**src/epd_pkg.sv**
```systemverilog
// Purpose: shared constants for the external pin request detector
// Assumes: 8-bit direct-page register bus, single clock domain
// Notes: field positions are bit indices inside the register
//
// Behaviour
// - one 8-bit register at 3B, resets zero
// - bit 7 reserved, reads zero, ignores writes
// - bit 6 one turns pull device off
// - bit 5 picks falling/low or rising/high
// - rising polarity keeps pull-up off always
// - bit 4 enables pin as request source
// - bit 3 read-only flag set on events
// - bit 2 write one clears flag, reads zero
// - level mode: asserted pin blocks flag clear
// - bit 1 gates flag onto request output
// - bit 0 picks edge-only or edge-and-level
// - pull-disable bit matters only when enabled
// - synchronous pin watch on system clock
// - level mode also sets on asserting edge
// - enabling pin sets flag; clear after enable
package epd_pkg;
    // =====================================================================
    // register map
    localparam logic [7:0] EPD_REG_ADDR  = 8'h3b;
    localparam logic [7:0] EPD_REG_RESET = 8'h00;
    // =====================================================================
    // field positions
    localparam int EPD_BIT_RSVD = 7;
    localparam int EPD_BIT_PDD  = 6;
    localparam int EPD_BIT_EDG  = 5;
    localparam int EPD_BIT_PE   = 4;
    localparam int EPD_BIT_FLAG = 3;
    localparam int EPD_BIT_ACK  = 2;
    localparam int EPD_BIT_IE   = 1;
    localparam int EPD_BIT_MOD  = 0;
    // =====================================================================
    // synchroniser reset level: pin idles high behind the pull-up
    localparam logic EPD_PIN_IDLE = 1'b1;
endpackage

```
**src/epd_det_if.sv**
```systemverilog
// Purpose: carrier between register logic and pin detector
// Assumes: one clock domain
// Notes: polarity flows to the detector, results flow back
`timescale 1ns/10ps
interface epd_det_if;
    logic polarity;
    logic asserted;
    logic assert_edge;

    modport det (
        input  polarity,
        output asserted,
        output assert_edge
    );
    modport ctl (
        output polarity,
        input  asserted,
        input  assert_edge
    );
endinterface

```
**src/epd_pin_detect.sv**
```systemverilog
// Purpose: synchronise the request pin and find asserting edges
// Assumes: pin is asynchronous to clk
// Notes: a change counts once stages two and three agree
`timescale 1ns/10ps
module epd_pin_detect
    import epd_pkg::*;
(
    input  wire logic clk,
    input  wire logic sys_rst,
    input  wire logic pin_in,
    epd_det_if.det    det
);
    // =====================================================================
    // synchroniser and filter
    logic s1_q;
    logic s2_q;
    logic s3_q;
    logic filt_q;
    logic prev_q;

    always_ff @(posedge clk) begin
        if (sys_rst) begin
            s1_q <= EPD_PIN_IDLE;
            s2_q <= EPD_PIN_IDLE;
            s3_q <= EPD_PIN_IDLE;
        end else begin
            s1_q <= pin_in;
            s2_q <= s1_q;
            s3_q <= s2_q;
        end
    end

    always_ff @(posedge clk) begin
        if (sys_rst) begin
            filt_q <= EPD_PIN_IDLE;
            prev_q <= EPD_PIN_IDLE;
        end else begin
            if (s2_q == s3_q) begin
                filt_q <= s3_q;
            end
            prev_q <= filt_q;
        end
    end

    // =====================================================================
    // polarity applied to both samples, so a polarity change alone
    // moves both together and makes no false edge
    assign det.asserted    = det.polarity ? filt_q : ~filt_q;
    assign det.assert_edge = (det.polarity ? filt_q : ~filt_q)
                           & ~(det.polarity ? prev_q : ~prev_q);

    // =====================================================================
    property p_filt_agree;
        @(posedge clk) disable iff (sys_rst)
        (filt_q != $past(filt_q)) |-> ($past(s2_q) == $past(s3_q));
    endproperty
    a_filt_agree: assert property (p_filt_agree)
        else $error("filtered level moved without agreeing stages");

    property p_edge_cause;
        @(posedge clk) disable iff (sys_rst)
        det.assert_edge |-> (filt_q == det.polarity)
                            && (prev_q == $past(filt_q));
    endproperty
    a_edge_cause: assert property (p_edge_cause)
        else $error("edge reported without a level change");
endmodule // epd_pin_detect

```
**src/epd_top.sv**
```systemverilog
// Purpose: pin request status/control register and event flag
// Assumes: cpu bus strobes are one-cycle, same clock
// Notes: stop-mode wake path and priority logic live elsewhere
`timescale 1ns/10ps
module epd_top
    import epd_pkg::*;
(
    input  wire logic       clk,
    input  wire logic       sys_rst,
    input  wire logic [7:0] bus_addr,
    input  wire logic       bus_wr,
    input  wire logic       bus_rd,
    input  wire logic [7:0] bus_wdata,
    output logic      [7:0] bus_rdata,
    input  wire logic       pin_in,
    output logic            pull_up_en,
    output logic            irq_req
);
    // =====================================================================
    // control and status state
    logic       pdd_q;
    logic       edg_q;
    logic       pe_q;
    logic       ie_q;
    logic       mod_q;
    logic       flag_q;
    logic       flag_d;
    logic [7:0] rdata_q;
    logic       wr_hit;
    logic       rd_hit;
    logic       enable_set;
    logic       event_set;
    logic       ack_clr;
    logic [7:0] reg_view;

    epd_det_if det_bus ();

    epd_pin_detect i_epd_pin_detect (
        .clk     (clk),
        .sys_rst (sys_rst),
        .pin_in  (pin_in),
        .det     (det_bus.det)
    );

    assign det_bus.polarity = edg_q;

    // =====================================================================
    // register access
    assign wr_hit = bus_wr && (bus_addr == EPD_REG_ADDR);
    assign rd_hit = bus_rd && (bus_addr == EPD_REG_ADDR);

    always_ff @(posedge clk) begin
        if (sys_rst) begin
            pdd_q <= EPD_REG_RESET[EPD_BIT_PDD];
            edg_q <= EPD_REG_RESET[EPD_BIT_EDG];
            pe_q  <= EPD_REG_RESET[EPD_BIT_PE];
            ie_q  <= EPD_REG_RESET[EPD_BIT_IE];
            mod_q <= EPD_REG_RESET[EPD_BIT_MOD];
        end else if (wr_hit) begin
            // bit 7 has no storage, so writes there vanish
            pdd_q <= bus_wdata[EPD_BIT_PDD];
            edg_q <= bus_wdata[EPD_BIT_EDG];
            pe_q  <= bus_wdata[EPD_BIT_PE];
            ie_q  <= bus_wdata[EPD_BIT_IE];
            mod_q <= bus_wdata[EPD_BIT_MOD];
        end
    end

    // reserved and acknowledge bits always read zero
    always_comb begin
        reg_view               = 8'h00;
        reg_view[EPD_BIT_RSVD] = 1'b0;
        reg_view[EPD_BIT_PDD]  = pdd_q;
        reg_view[EPD_BIT_EDG]  = edg_q;
        reg_view[EPD_BIT_PE]   = pe_q;
        reg_view[EPD_BIT_FLAG] = flag_q;
        reg_view[EPD_BIT_ACK]  = 1'b0;
        reg_view[EPD_BIT_IE]   = ie_q;
        reg_view[EPD_BIT_MOD]  = mod_q;
    end

    always_ff @(posedge clk) begin
        if (sys_rst) begin
            rdata_q <= 8'h00;
        end else begin
            rdata_q <= rd_hit ? reg_view : 8'h00;
        end
    end

    assign bus_rdata = rdata_q;

    // =====================================================================
    // event flag
    // enabling sets the flag so stale pin state is seen once
    assign enable_set = wr_hit && bus_wdata[EPD_BIT_PE] && !pe_q;
    assign event_set  = pe_q && (det_bus.assert_edge
                      || (mod_q && det_bus.asserted));
    assign ack_clr    = wr_hit && bus_wdata[EPD_BIT_ACK];

    always_comb begin
        flag_d = flag_q;
        if (event_set || enable_set) begin
            flag_d = 1'b1;
        end else if (ack_clr) begin
            flag_d = 1'b0;
        end
    end

    always_ff @(posedge clk) begin
        if (sys_rst) begin
            flag_q <= EPD_REG_RESET[EPD_BIT_FLAG];
        end else begin
            flag_q <= flag_d;
        end
    end

    // =====================================================================
    // outputs
    // rising polarity implies an external pull-down, so no pull-up
    assign pull_up_en = pe_q && !pdd_q && !edg_q;
    assign irq_req    = ie_q && flag_q;

    // =====================================================================
    // checks
    property p_reset_zero;
        @(posedge clk)
        $past(sys_rst) |-> (reg_view == EPD_REG_RESET) && !irq_req;
    endproperty
    a_reset_zero: assert property (p_reset_zero)
        else $error("register not zero after reset");

    property p_rsvd_zero;
        @(posedge clk) disable iff (sys_rst)
        rd_hit |=> !bus_rdata[EPD_BIT_RSVD] && !bus_rdata[EPD_BIT_ACK];
    endproperty
    a_rsvd_zero: assert property (p_rsvd_zero)
        else $error("reserved or acknowledge bit read nonzero");

    property p_pull;
        @(posedge clk) disable iff (sys_rst)
        (wr_hit && bus_wdata[EPD_BIT_EDG]) |=> !pull_up_en;
    endproperty
    a_pull: assert property (p_pull)
        else $error("pull-up on in a forbidden setting");

    property p_pull_on;
        @(posedge clk) disable iff (sys_rst)
        (wr_hit && bus_wdata[EPD_BIT_PE] && !bus_wdata[EPD_BIT_PDD]
         && !bus_wdata[EPD_BIT_EDG]) |=> pull_up_en;
    endproperty
    a_pull_on: assert property (p_pull_on)
        else $error("pull-up not on after enabling write");

    property p_edge_sets;
        @(posedge clk) disable iff (sys_rst)
        (pe_q && det_bus.assert_edge) |=> flag_q;
    endproperty
    a_edge_sets: assert property (p_edge_sets)
        else $error("asserting edge did not set flag");

    property p_level_holds;
        @(posedge clk) disable iff (sys_rst)
        (pe_q && mod_q && det_bus.asserted && ack_clr) |=> flag_q;
    endproperty
    a_level_holds: assert property (p_level_holds)
        else $error("flag cleared while level asserted");

    property p_ack_clears;
        @(posedge clk) disable iff (sys_rst)
        (ack_clr && !event_set && !enable_set) |=> !flag_q;
    endproperty
    a_ack_clears: assert property (p_ack_clears)
        else $error("acknowledge did not clear flag");

    property p_enable_sets;
        @(posedge clk) disable iff (sys_rst)
        (!pe_q && wr_hit && bus_wdata[EPD_BIT_PE]) |=> flag_q && pe_q;
    endproperty
    a_enable_sets: assert property (p_enable_sets)
        else $error("enabling pin did not set flag");

    property p_off_quiet;
        @(posedge clk) disable iff (sys_rst)
        (!pe_q && !flag_q && !enable_set) |=> !flag_q;
    endproperty
    a_off_quiet: assert property (p_off_quiet)
        else $error("flag set while pin function off");

    property p_edge_only;
        @(posedge clk) disable iff (sys_rst)
        (!mod_q && !det_bus.assert_edge && !enable_set && ack_clr)
        |=> !flag_q;
    endproperty
    a_edge_only: assert property (p_edge_only)
        else $error("edge-only mode flagged a level");

    property p_irq;
        @(posedge clk) disable iff (sys_rst)
        (wr_hit && !bus_wdata[EPD_BIT_IE]) |=> !irq_req;
    endproperty
    a_irq: assert property (p_irq)
        else $error("request output disagrees with enable");

    property p_set_wins;
        @(posedge clk) disable iff (sys_rst)
        (event_set && ack_clr) |=> flag_q;
    endproperty
    a_set_wins: assert property (p_set_wins)
        else $error("event lost during acknowledge");

    property p_off_no_pull;
        @(posedge clk) disable iff (sys_rst)
        (wr_hit && !bus_wdata[EPD_BIT_PE]) |=> !pull_up_en;
    endproperty
    a_off_no_pull: assert property (p_off_no_pull)
        else $error("pull-up on while pin function off");

    property p_irq_on;
        @(posedge clk) disable iff (sys_rst)
        (wr_hit && bus_wdata[EPD_BIT_IE] && flag_d) |=> irq_req;
    endproperty
    a_irq_on: assert property (p_irq_on)
        else $error("request missing with flag and enable set");
endmodule // epd_top

```
**config.mk**
```make
export PLATFORM = sky130hd
export DESIGN_NAME = epd_top
export DESIGN_NICKNAME = d
export VERILOG_FILES = /design/src/epd_pkg.sv /design/src/epd_det_if.sv /design/src/epd_pin_detect.sv /design/src/epd_top.sv
export SDC_FILE = /design/constraint.sdc
export NUM_CORES = 1
export LEC_CHECK = 0
export ABC_AREA = 1
export BUFFER_PORTS_ARGS = -buffer_cell sky130_fd_sc_hd__clkbuf_2
export CAP_MARGIN = 20
export CORE_ASPECT_RATIO = 1.1
export CORE_MARGIN = 2
export CORE_UTILIZATION = 43
export CTS_CLUSTER_DIAMETER = 40
export DETAILED_ROUTE_END_ITERATION = 10
export PLACE_DENSITY_LB_ADDON = 0.1
export SLEW_MARGIN = 20
export SYNTH_ARGS = -nofsm -noshare
export SYNTH_HDL_FRONTEND = slang
export SYNTH_HIERARCHICAL = 1
export SYNTH_SLANG_ARGS = --single-unit
```
**constraint.sdc**
```tcl
create_clock -name clk -period 1.21 [get_ports clk]
set_input_delay 0.1815 -clock clk [delete_from_list [all_inputs] [get_ports clk]]
set_output_delay 0.1815 -clock clk [all_outputs]
set_load 0.005 [all_outputs]
```
After elaboration in Yosys (flattened, before gate mapping)
Index checks and enable logic that the tools add are counted.

Output and inout bits: 10. Logic and storage cells: 41. Flip-flop bits (word level): 19. Input port bits: 21.

Reductions and logical operators: 17. Multiplexer cells: 4. Bitwise logic cells: 5. Eq/ne operators: 2.

Operators with widths (count): logical AND 1 bit (10); == test 8 x 6 -> 1 bit (second input constant) (1); two-way mux 1 bit (4); inverter 1 bit (4); logical NOT 1 bit (3); logical OR 1 bit (2); nonzero test 2 bit (1); OR reduction 2 bit (1); AND 1 bit (1); == test 1 bit (1).

Logic depth before layout (Yosys ltp)
Gate-level depths: netlist of run 1.

Depth in word-level cells: 8. Depth in mapped cells: 9. Mapped depth without buffers: 9.

Cells and area by module
The synthesis of run 1 kept the hierarchy.

By module, submodules not included: epd_top (area each 475.5 um2, cells each 63, instances 1, seq. area each 240.2 um2); epd_pin_detect (area each 182.7 um2, cells each 23, instances 1, seq. area each 100.1 um2).

Worst setup path after synthesis of run 1
Ideal clock, no wire load.

Path type: register to register. From: register i_epd_pin_detect.filt_q. To: register flag_q. Data arrival time: 0.833 ns. Period minus slack after synthesis: 0.942 ns. Required time: 1.101 ns. Stages on the path, launching flop included: 8. Path buffers: 0. Library setup time: 0.109 ns. Path slack: 0.268 ns. Path through: dfxtp_1 -> nor2_1 -> nand2_1 -> o21ai_2 -> o21ai_0 -> nand3_1 -> nand2_1 -> inv_1.

Word-level cells in the longest chain between the ends: 7. Elaborated cells on any way between the ends: 9. Those cells by class: 2 x mux; 2 x bitwise; 5 x reduce/logical.

RTL lines: start: declaration (RTL line epd_pin_detect.sv:18) `logic filt_q;`; start signal: assignment (RTL line epd_pin_detect.sv:39) `filt_q <= s3_q;`; inverter 1 bit (RTL line epd_pin_detect.sv:49) `assign det.assert_edge = (det.polarity ? filt_q : ~filt_q)`; two-way mux 1 bit * (RTL line epd_pin_detect.sv:49); AND 1 bit * (RTL line epd_pin_detect.sv:50) `& ~(det.polarity ? prev_q : ~prev_q);`; named net det_bus.assert_edge (RTL line epd_det_if.sv:8) `logic assert_edge;`; logical OR 1 bit * (RTL line epd_top.sv:97) `|| (mod_q && det_bus.asserted));`; logical AND 1 bit * (RTL line epd_top.sv:96) `assign event_set = pe_q && (det_bus.assert_edge`; logical OR 1 bit * (RTL line epd_top.sv:102) `if (event_set || enable_set) begin`; two-way mux 1 bit or nonzero test 2 bit (tied branches); end signal: assignment (RTL line epd_top.sv:111) `flag_q <= EPD_REG_RESET[EPD_BIT_FLAG];`; end signal: assignment (RTL line epd_top.sv:113) `flag_q <= flag_d;`; end: declaration (RTL line epd_top.sv:26) `logic flag_q;`.

Mark *: on every way through the listed nets, which the timed path passes. The rest lies on a longest branch. A chain may end at the register's enable or synchronous reset.

Worst setup path in the final report of run 1
From: register edg_q, in the netlist det_bus.polarity. To: output pull_up_en.

Word-level cells in the longest chain between the ends: 2.

RTL lines: start: declaration (RTL line epd_top.sv:22) `logic edg_q;`; start signal: assignment (RTL line epd_top.sv:55) `edg_q <= EPD_REG_RESET[EPD_BIT_EDG];`; start signal: assignment (RTL line epd_top.sv:62) `edg_q <= bus_wdata[EPD_BIT_EDG];`; logical NOT 1 bit (RTL line epd_top.sv:120) `assign pull_up_en = pe_q && !pdd_q && !edg_q;`; logical AND 1 bit (RTL line epd_top.sv:120); end: declaration (RTL line epd_top.sv:16) `output logic pull_up_en,`.

Every way passes these cells.

==> run summary, run 1 <==
The number of endpoints with negative hold slack in the final report came out at 0. The number of ports placed on the die boundary is 31. Detailed placement ended at an HPWL of 894.7 um.

The hold buffer count at CTS came out at 0. The number of port buffers came out at 26. Summed over all failing endpoints, the final setup total negative slack is 0 ns.

The buffer type at the clock tree root is sky130_fd_sc_hd__clkbuf_4. The initial detailed-routing violation count is 10. Entering global routing, the biggest net connects 11 pins. The longest clock path from root to sink contains 2 buffers.

The arrival time of data at the critical path endpoint came out at 0.95 ns. The peak clock frequency supported by timing is 883.6 MHz. The mean instance size in the synthesized netlist came out at 7.653 um^2. The length of the first detailed-routing pass in iterations came out at 7.

The growth of design area from synthesis to finish is 26.43%. In the finished design, the share of the clock period the worst path needs comes to 93.54%. The count of antenna-violating nets left after detailed routing came out at 0. The die is 41.30 um wide. Data on the critical path is required at its endpoint by 1.03 ns. TritonCTS built the clock tree. Row generation in the floorplan step produced 14 rows.

The global-route usage over all layers came out at 15.11%. The most common cell after layout, fill and taps aside is sky130_fd_sc_hd__clkbuf_2. The number of antenna violations at the first check in global routing is 0.

The final count of pins violating max slew came out at 0. The total length of routed wires is 1114 um. In the layout the commonest cells are sky130_fd_sc_hd__clkbuf_2 (26), sky130_fd_sc_hd__nand2_1 (18), sky130_fd_sc_hd__inv_1 (16), sky130_fd_sc_hd__dfxtp_1 (15), sky130_fd_sc_hd__nor2_1 (9). The placed instances occupy a cell area of 797.0 um^2.

The detailed-route wire length per cell is 8.504 um. The run finished with clean final reports. The count of warnings emitted by yosys came out at 6.

The cell count after placement is 127. The clock edge transition at the registers on the reported setup and hold paths is 0.10 ns. The design draws 0.9129 mW.

After detailed routing, the number of remaining DRC violations is 0. The worst setup path is captured at an output pin. Setup repair after global routing left no endpoint under its margin.

The share of cells above drive strength 1 is 33.91%. The global-route wire length before repair came out at 1856 um. STA classifies the critical path startpoint as a register. The via count of the first global-routing pass came out at 505.

Clock tree synthesis inserted a total of 3 buffers. The post-route cell area is 832.0 um^2. The cell area power density is 1097 nW/um^2. The number of H-tree branching levels came out at 1. The routed layout has 567 vias. The count of cell types in the netlist is 17. The worst hold path belongs to the class primary input to register. The clock arrives with 0.003263 ns of skew.

The count of cells in the finished layout, fillers not included, comes to 131. The number of violations of the max-capacitance limit came out at 0. Of all nets on the critical path, the largest fanout is 5.

The cell area that synthesis handed to floorplanning was 658.1 um^2. The gate count after technology mapping came out at 86. For this run, the register share of the synthesized area comes to 51.71%. The worst-case vdd ir drop is 640.4 uV. The final weighted congestion of routability-driven global placement is 0.6630.

0 antenna diodes ended up in the layout. The number of setup violations in the final report is 0. The post-layout net count came out at 137. Measured along the y axis, the die boundary spans 45.03 um. The total congestion overflow is 0. The analysis attributes to cell leakage a power of 0.4445 nW. The clock sink total came out at 17.

Using the TritonRoute via totals, the vias-per-cell ratio works out to 4.328. For the finished layout, the period the worst path requires is 1.132 ns. By startpoint and endpoint, the worst setup path is classified as register to output pin. The initial utilization of the core area, before any placement, comes to 46.96%. The core footprint is 1401 um^2.

The die covers 1860 um^2. The later pin in the worst-skew pair is clocked with a latency of 0.28 ns. The flip-flop and latch count after synthesis came out at 17.
cell families after synthesis:
group	synth area share [%]
AO/OA/AOI/OAI	8.934
XOR/XNOR	1.331
buffers and inverters	11.98
flip-flops	51.71
other	0.5698
AND/OR/NAND/NOR	25.47
final cells by class:
type / instances / area, um^2
Clock buffer: 3 / 22.52
Clock inverter: 1 / 5.005
Fill cell: 140 / 569.3
Inverter: 17 / 63.81
Multi-Input combinational cell: 51 / 247.7
Sequential cell: 17 / 342.8
Tap cell: 16 / 20.02
Timing Repair Buffer: 26 / 130.1
path summary, 6_finish.rpt:
path,from,to,slack (ns),cells after the start
worst max-delay path,det_bus.polarity,pull_up_en,0.08,2
worst min-delay path,pin_in,i_epd_pin_detect/s1_q,0.08,2
worst max register to register,i_epd_pin_detect/filt_q,flag_q,0.16,7
worst min register to register,i_epd_pin_detect/s1_q,i_epd_pin_detect/s2_q,0.42,1
cells in the mapped netlist:
library cell | n | area share (%)
sky130_fd_sc_hd__inv_1 | 16 | 9.1
sky130_fd_sc_hd__xnor2_1 | 1 | 1.3
sky130_fd_sc_hd__o21ai_2 | 1 | 1.3
sky130_fd_sc_hd__buf_4 | 2 | 2.3
sky130_fd_sc_hd__nand3_1 | 4 | 3.0
sky130_fd_sc_hd__nand2_4 | 1 | 1.7
sky130_fd_sc_hd__o21ai_0 | 5 | 3.8
sky130_fd_sc_hd__or2_2 | 2 | 1.9
sky130_fd_sc_hd__conb_1 | 1 | 0.57
sky130_fd_sc_hd__nand4_1 | 1 | 0.95
sky130_fd_sc_hd__nor2_1 | 9 | 5.1
sky130_fd_sc_hd__nor2_4 | 1 | 1.7
sky130_fd_sc_hd__a21oi_1 | 5 | 3.8
sky130_fd_sc_hd__nor3_1 | 1 | 0.76
sky130_fd_sc_hd__inv_2 | 1 | 0.57
sky130_fd_sc_hd__dfxtp_1 | 17 | 52
sky130_fd_sc_hd__nand2_1 | 18 | 10
through the flow:
| step | util (%) | setup slack [ns] | hold WS, ns |
|---|---|---|---|
| 3_3_place_gp | 56.88 | 0.1665 | 0.3689 |
| 4_1_cts | 58.93 | 0.01540 | 0.07973 |
| 6_report | 59.38 | 0.07821 | 0.08318 |
| 2_1_floorplan | - | 0.2678 | 0.2506 |
| 5_1_grt | 59.38 | 0.02625 | 0.06526 |
| 3_5_place_dp | 56.88 | 0.1268 | 0.3785 |
layer usage:
metal / vias to the layer above / share of wire (%) / GRT usage [%]
li1: 313 / - / -
met1: 241 / 46 / 17.19
met2: 11 / 49 / 23.75
met3: 2 / 4.2 / 4.433
met4: 0 / 0.90 / 9.677
met5: - / 0 / 0
worst max-delay path: stages (launching register included):
cell and delay, ns:
sky130_fd_sc_hd__dfxtp_2 0.37, sky130_fd_sc_hd__nor3_2 0.17, sky130_fd_sc_hd__clkbuf_2 0.13
power by group:
part           leakage [nW]  internal, mW  switching (mW)
logic                 0.288        0.0282          0.0253
clock network        0.0177         0.123           0.171
registers             0.139         0.564         0.00182
total                 0.445         0.714           0.199
timing repair:
action / CTS / global route
endpoints found under the setup margin: 1 / 1
hold endpoints to repair: 0 / 0
gates resized for setup: 1 / 2
setup buffers: 0 / 0
state kept, by name, indices dropped and copies added, names as in the netlist:
signal / count
bus_rdata: 6
det_bus.polarity: 1
flag_q: 1
i_epd_pin_detect/filt_q: 1
i_epd_pin_detect/prev_q: 1
i_epd_pin_detect/s1_q: 1
i_epd_pin_detect/s2_q: 1
i_epd_pin_detect/s3_q: 1
ie_q: 1
mod_q: 1
pdd_q: 1
pe_q: 1
Note: power is estimated with default switching activity, not from simulation.
==> inputs of run 2 (changes only) <==
--- a/config.mk
+++ b/config.mk
@@ -15,4 +15,5 @@
 export DETAILED_ROUTE_END_ITERATION = 10
 export PLACE_DENSITY_LB_ADDON = 0.1
+export SETUP_SLACK_MARGIN = 0.15
 export SLEW_MARGIN = 20
 export SYNTH_ARGS = -nofsm -noshare
==> constraint.sdc (replaced) <==
create_clock -name clk -period 1.21 [get_ports clk]
set_input_delay 0.121 -clock clk [delete_from_list [all_inputs] [get_ports clk]]
set_output_delay 0.121 -clock clk [all_outputs]
set_load 0.005 [all_outputs]
==> run 2 against run 1 <==
  * Sequential power is essentially flat
  * Critical path depth is the same
  * Clock power shrank 1%
  * Via count grew 2.6%
  * Wire length grew 3.1%
  * Sequential share of layout area is essentially flat
  * First-iteration DRC count is the same
  * Power shrank 0.63%
  * Largest cell class unchanged
==> run summary, run 2 (synthesis results as in run 1) <==
The area of the multi-input gates came out at 247.7 um^2 (unchanged). The final worst-path cycle share came to 86.38% (-7.2 points). The biggest fanout along the worst timing path is 5 (unchanged).

The arrival time of data at the critical path endpoint is 0.92 ns (-0.03 ns). The share of cells above drive strength 1 came out at 35.34% (+1.4 points). The worst setup path is of the register to output pin kind.

The cell area power density came out at 1077 nW/um^2 (-1.8%). The number of CTS-inserted buffers is 3 (unchanged). The number of flip-flops in the largest register came out at 6 (unchanged). The launch point of the worst hold path is pin_in. The area occupied by registers is 346.6 um^2 (+1.1%).

The total congestion overflow came to 0 (unchanged). The worst hold path belongs to the class primary input to register. The area growth from synthesis to layout is 27.95%. The number of ports placed on the die boundary is 31 (unchanged). The library cells used most frequently in the layout, excluding fill and tap cells, are sky130_fd_sc_hd__clkbuf_2 (25), sky130_fd_sc_hd__nand2_1 (18), sky130_fd_sc_hd__inv_1 (15), sky130_fd_sc_hd__dfxtp_1 (14), sky130_fd_sc_hd__nor2_1 (9). The clock edge transition at the registers on the reported setup and hold paths came to 0.09 ns (about the same). Leaving out fill and tap cells, the most frequent cell in the layout is sky130_fd_sc_hd__clkbuf_2. The minimum setup slack among reg-to-reg paths came out at 0.25 ns (+0.09 ns). The required time of the critical path is 1.09 ns (+0.06 ns). The global-route usage over all layers is 15.30% (+0.19 points). STA classifies the critical path endpoint as an output pin. The cell row count was 14 (unchanged).

The length of the first detailed-routing pass in iterations came out at 4 (-3). Setup repair after global routing could not meet its margin everywhere. The total length of routed wires is 1149 um (+3.1%). The tree is rooted in a sky130_fd_sc_hd__clkbuf_4.

The final total negative setup slack came out at 0 ns (unchanged). The post-layout net count is 138 (+0.73%). The residual DRC count is 0 (unchanged).

The count of antenna-violating nets left after detailed routing is 0 (unchanged). The switching fraction of total power came out at 20.92% (-0.82 points). The half-perimeter wire length of the detailed placement result is 902.9 um (+0.92%). The start of the worst register-to-register path is det_bus.polarity. The number of endpoints with negative hold slack in the final report is 0 (unchanged). The worst-case vdd ir drop came out at 715.7 uV (+12%). The final worst setup slack is 0.1649 ns (+0.08665 ns). The clock sink total came to 17 (unchanged). The core footprint came out at 1401 um^2 (unchanged).

The number of instances on the worst hold path came out at 2 (unchanged). The switching power summed over all nets is 0.1898 mW (-4.4%). The number of cells on the worst reg-to-reg path was 7 (unchanged). The count of antenna diodes in the layout is 0 (unchanged). The pre-CTS setup slack came out at 0.1798 ns (+0.05305 ns). The global-route wire length before repair was 1945 um (+4.8%). The clock group share of total power came to 32.0% (-0.2 points). The shortest period the worst path allows came out at 1.045 ns (-0.08665 ns).

The floorplan die height is 45.03 um (unchanged). The number of inserted filler cells in the final layout came out at 135 (-3.6%). The internal power summed over all cells came out at 0.7173 mW (+0.41%). The peak clock frequency supported by timing is 956.8 MHz (+8.3%). The flow ran to the end, and the final reports show no timing, DRC or antenna violations. The share of power burned in registers is 62.1% (+0.2 points). The number of antenna violations at the first check in global routing is 0 (unchanged). The via count of the first global-routing pass is 533 (+5.5%). The logic gate share of total power is 5.9% (about the same).

TritonCTS built the clock tree. The number of buffers between clock root and the deepest sink came to 2 (unchanged). The pin count of the biggest net entering global routing is 10 (-1). The worst setup path is launched from a register.

The clock latency of the later-clocked register in the worst-skew pair is 0.28 ns (about the same). The number of setup violations in the final report is 0 (unchanged). The detailed-route wire length per cell came out at 8.705 um (+2.4%). The endpoint of the worst hold path is i_epd_pin_detect/s1_q.

The effective utilization at floorplan is 46.96% (unchanged). The total via count after detailed routing came to 582 (+2.6%). The leakage power came to 0.4483 nW (+0.86%). The reg-to-reg critical path endpoint is flag_q. The initial detailed-routing violation count came out at 10 (unchanged). The width of the die came out at 41.30 um (unchanged).

The final weighted congestion of routability-driven global placement came out at 0.6820 (+2.9%). The number of violations of the max-capacitance limit came out at 0 (unchanged). The final clock skew is 0.001343 ns (-0.001921 ns). The final count of pins violating max slew is 0 (unchanged). The detail-routed via count per cell is 4.409 (+1.9%). The number of port buffers was 26 (unchanged). The number of H-tree branching levels came out at 1 (unchanged). The die outline area came out at 1860 um^2 (unchanged).
## run 2: cell type report
type                            instances  area share, %
Inverter                               17          7.578
Tap cell                               16          2.377
Multi-Input combinational cell         51          29.42
Sequential cell                        17          41.16
Clock buffer                            4          3.120
Timing Repair Buffer                   27          16.34
## run 2: how the worst max path moves through the flow
stage	start	end	slack (ns)
after floorplan	i_epd_pin_detect/filt_q	flag_q	0.27
after global placement	det_bus.polarity	flag_q	0.19
after detailed placement	det_bus.polarity	flag_q	0.18
after CTS	det_bus.polarity	pull_up_en	0.15
after global routing	det_bus.polarity	pull_up_en	0.11
final	det_bus.polarity	pull_up_en	0.16
## run 2: power groups by stage
| stage | sequential, mW | clock, mW | combinational, mW |
|---|---|---|---|
| floorplan | 0.578 | 0 | 0.0240 |
| global placement | 0.578 | 0 | 0.0522 |
| detailed placement | 0.579 | 0 | 0.0540 |
| CTS | 0.565 | 0.295 | 0.0543 |
| global route | 0.564 | 0.321 | 0.0623 |
| finish | 0.563 | 0.290 | 0.0536 |
## run 2: worst max-delay path: stages (launching register included)
cell	delay, ns
sky130_fd_sc_hd__dfxtp_4	0.37
sky130_fd_sc_hd__nor3_2	0.15
sky130_fd_sc_hd__buf_2	0.12
## run 2: timing repair
action	CTS	global route
endpoints found under the setup margin	1	2
setup buffers	1	0
hold buffers	0	0
pin swaps	1	1
hold endpoints to repair	0	0
resized for setup	4	4
## run 2: metrics by stage
stage | hold WS (ns) | std cells | total power [mW] | instance area [um^2] | util [%]
3_5_place_dp | 0.3163 | 127 | 0.6326 | 797.0 | 56.88
3_3_place_gp | 0.3084 | 127 | 0.6307 | 797.0 | 56.88
4_1_cts | 0.02226 | 132 | 0.9150 | 838.3 | 59.82
5_1_grt | 0.01067 | 132 | 0.9472 | 842.1 | 60.09
6_report | 0.02461 | 132 | 0.9071 | 842.1 | 60.09
2_1_floorplan | 0.1901 | 87 | 0.6021 | 661.9 | -
## run 2: metal layers
layer / track usage (%) / part of all wire, % / wire length, um
met3: 4.433 / 4.3 / 49
met2: 25.62 / 49 / 558
met1: 16.88 / 46 / 530
met4: 7.742 / 0.87 / 10
met5: 0 / 0 / 0
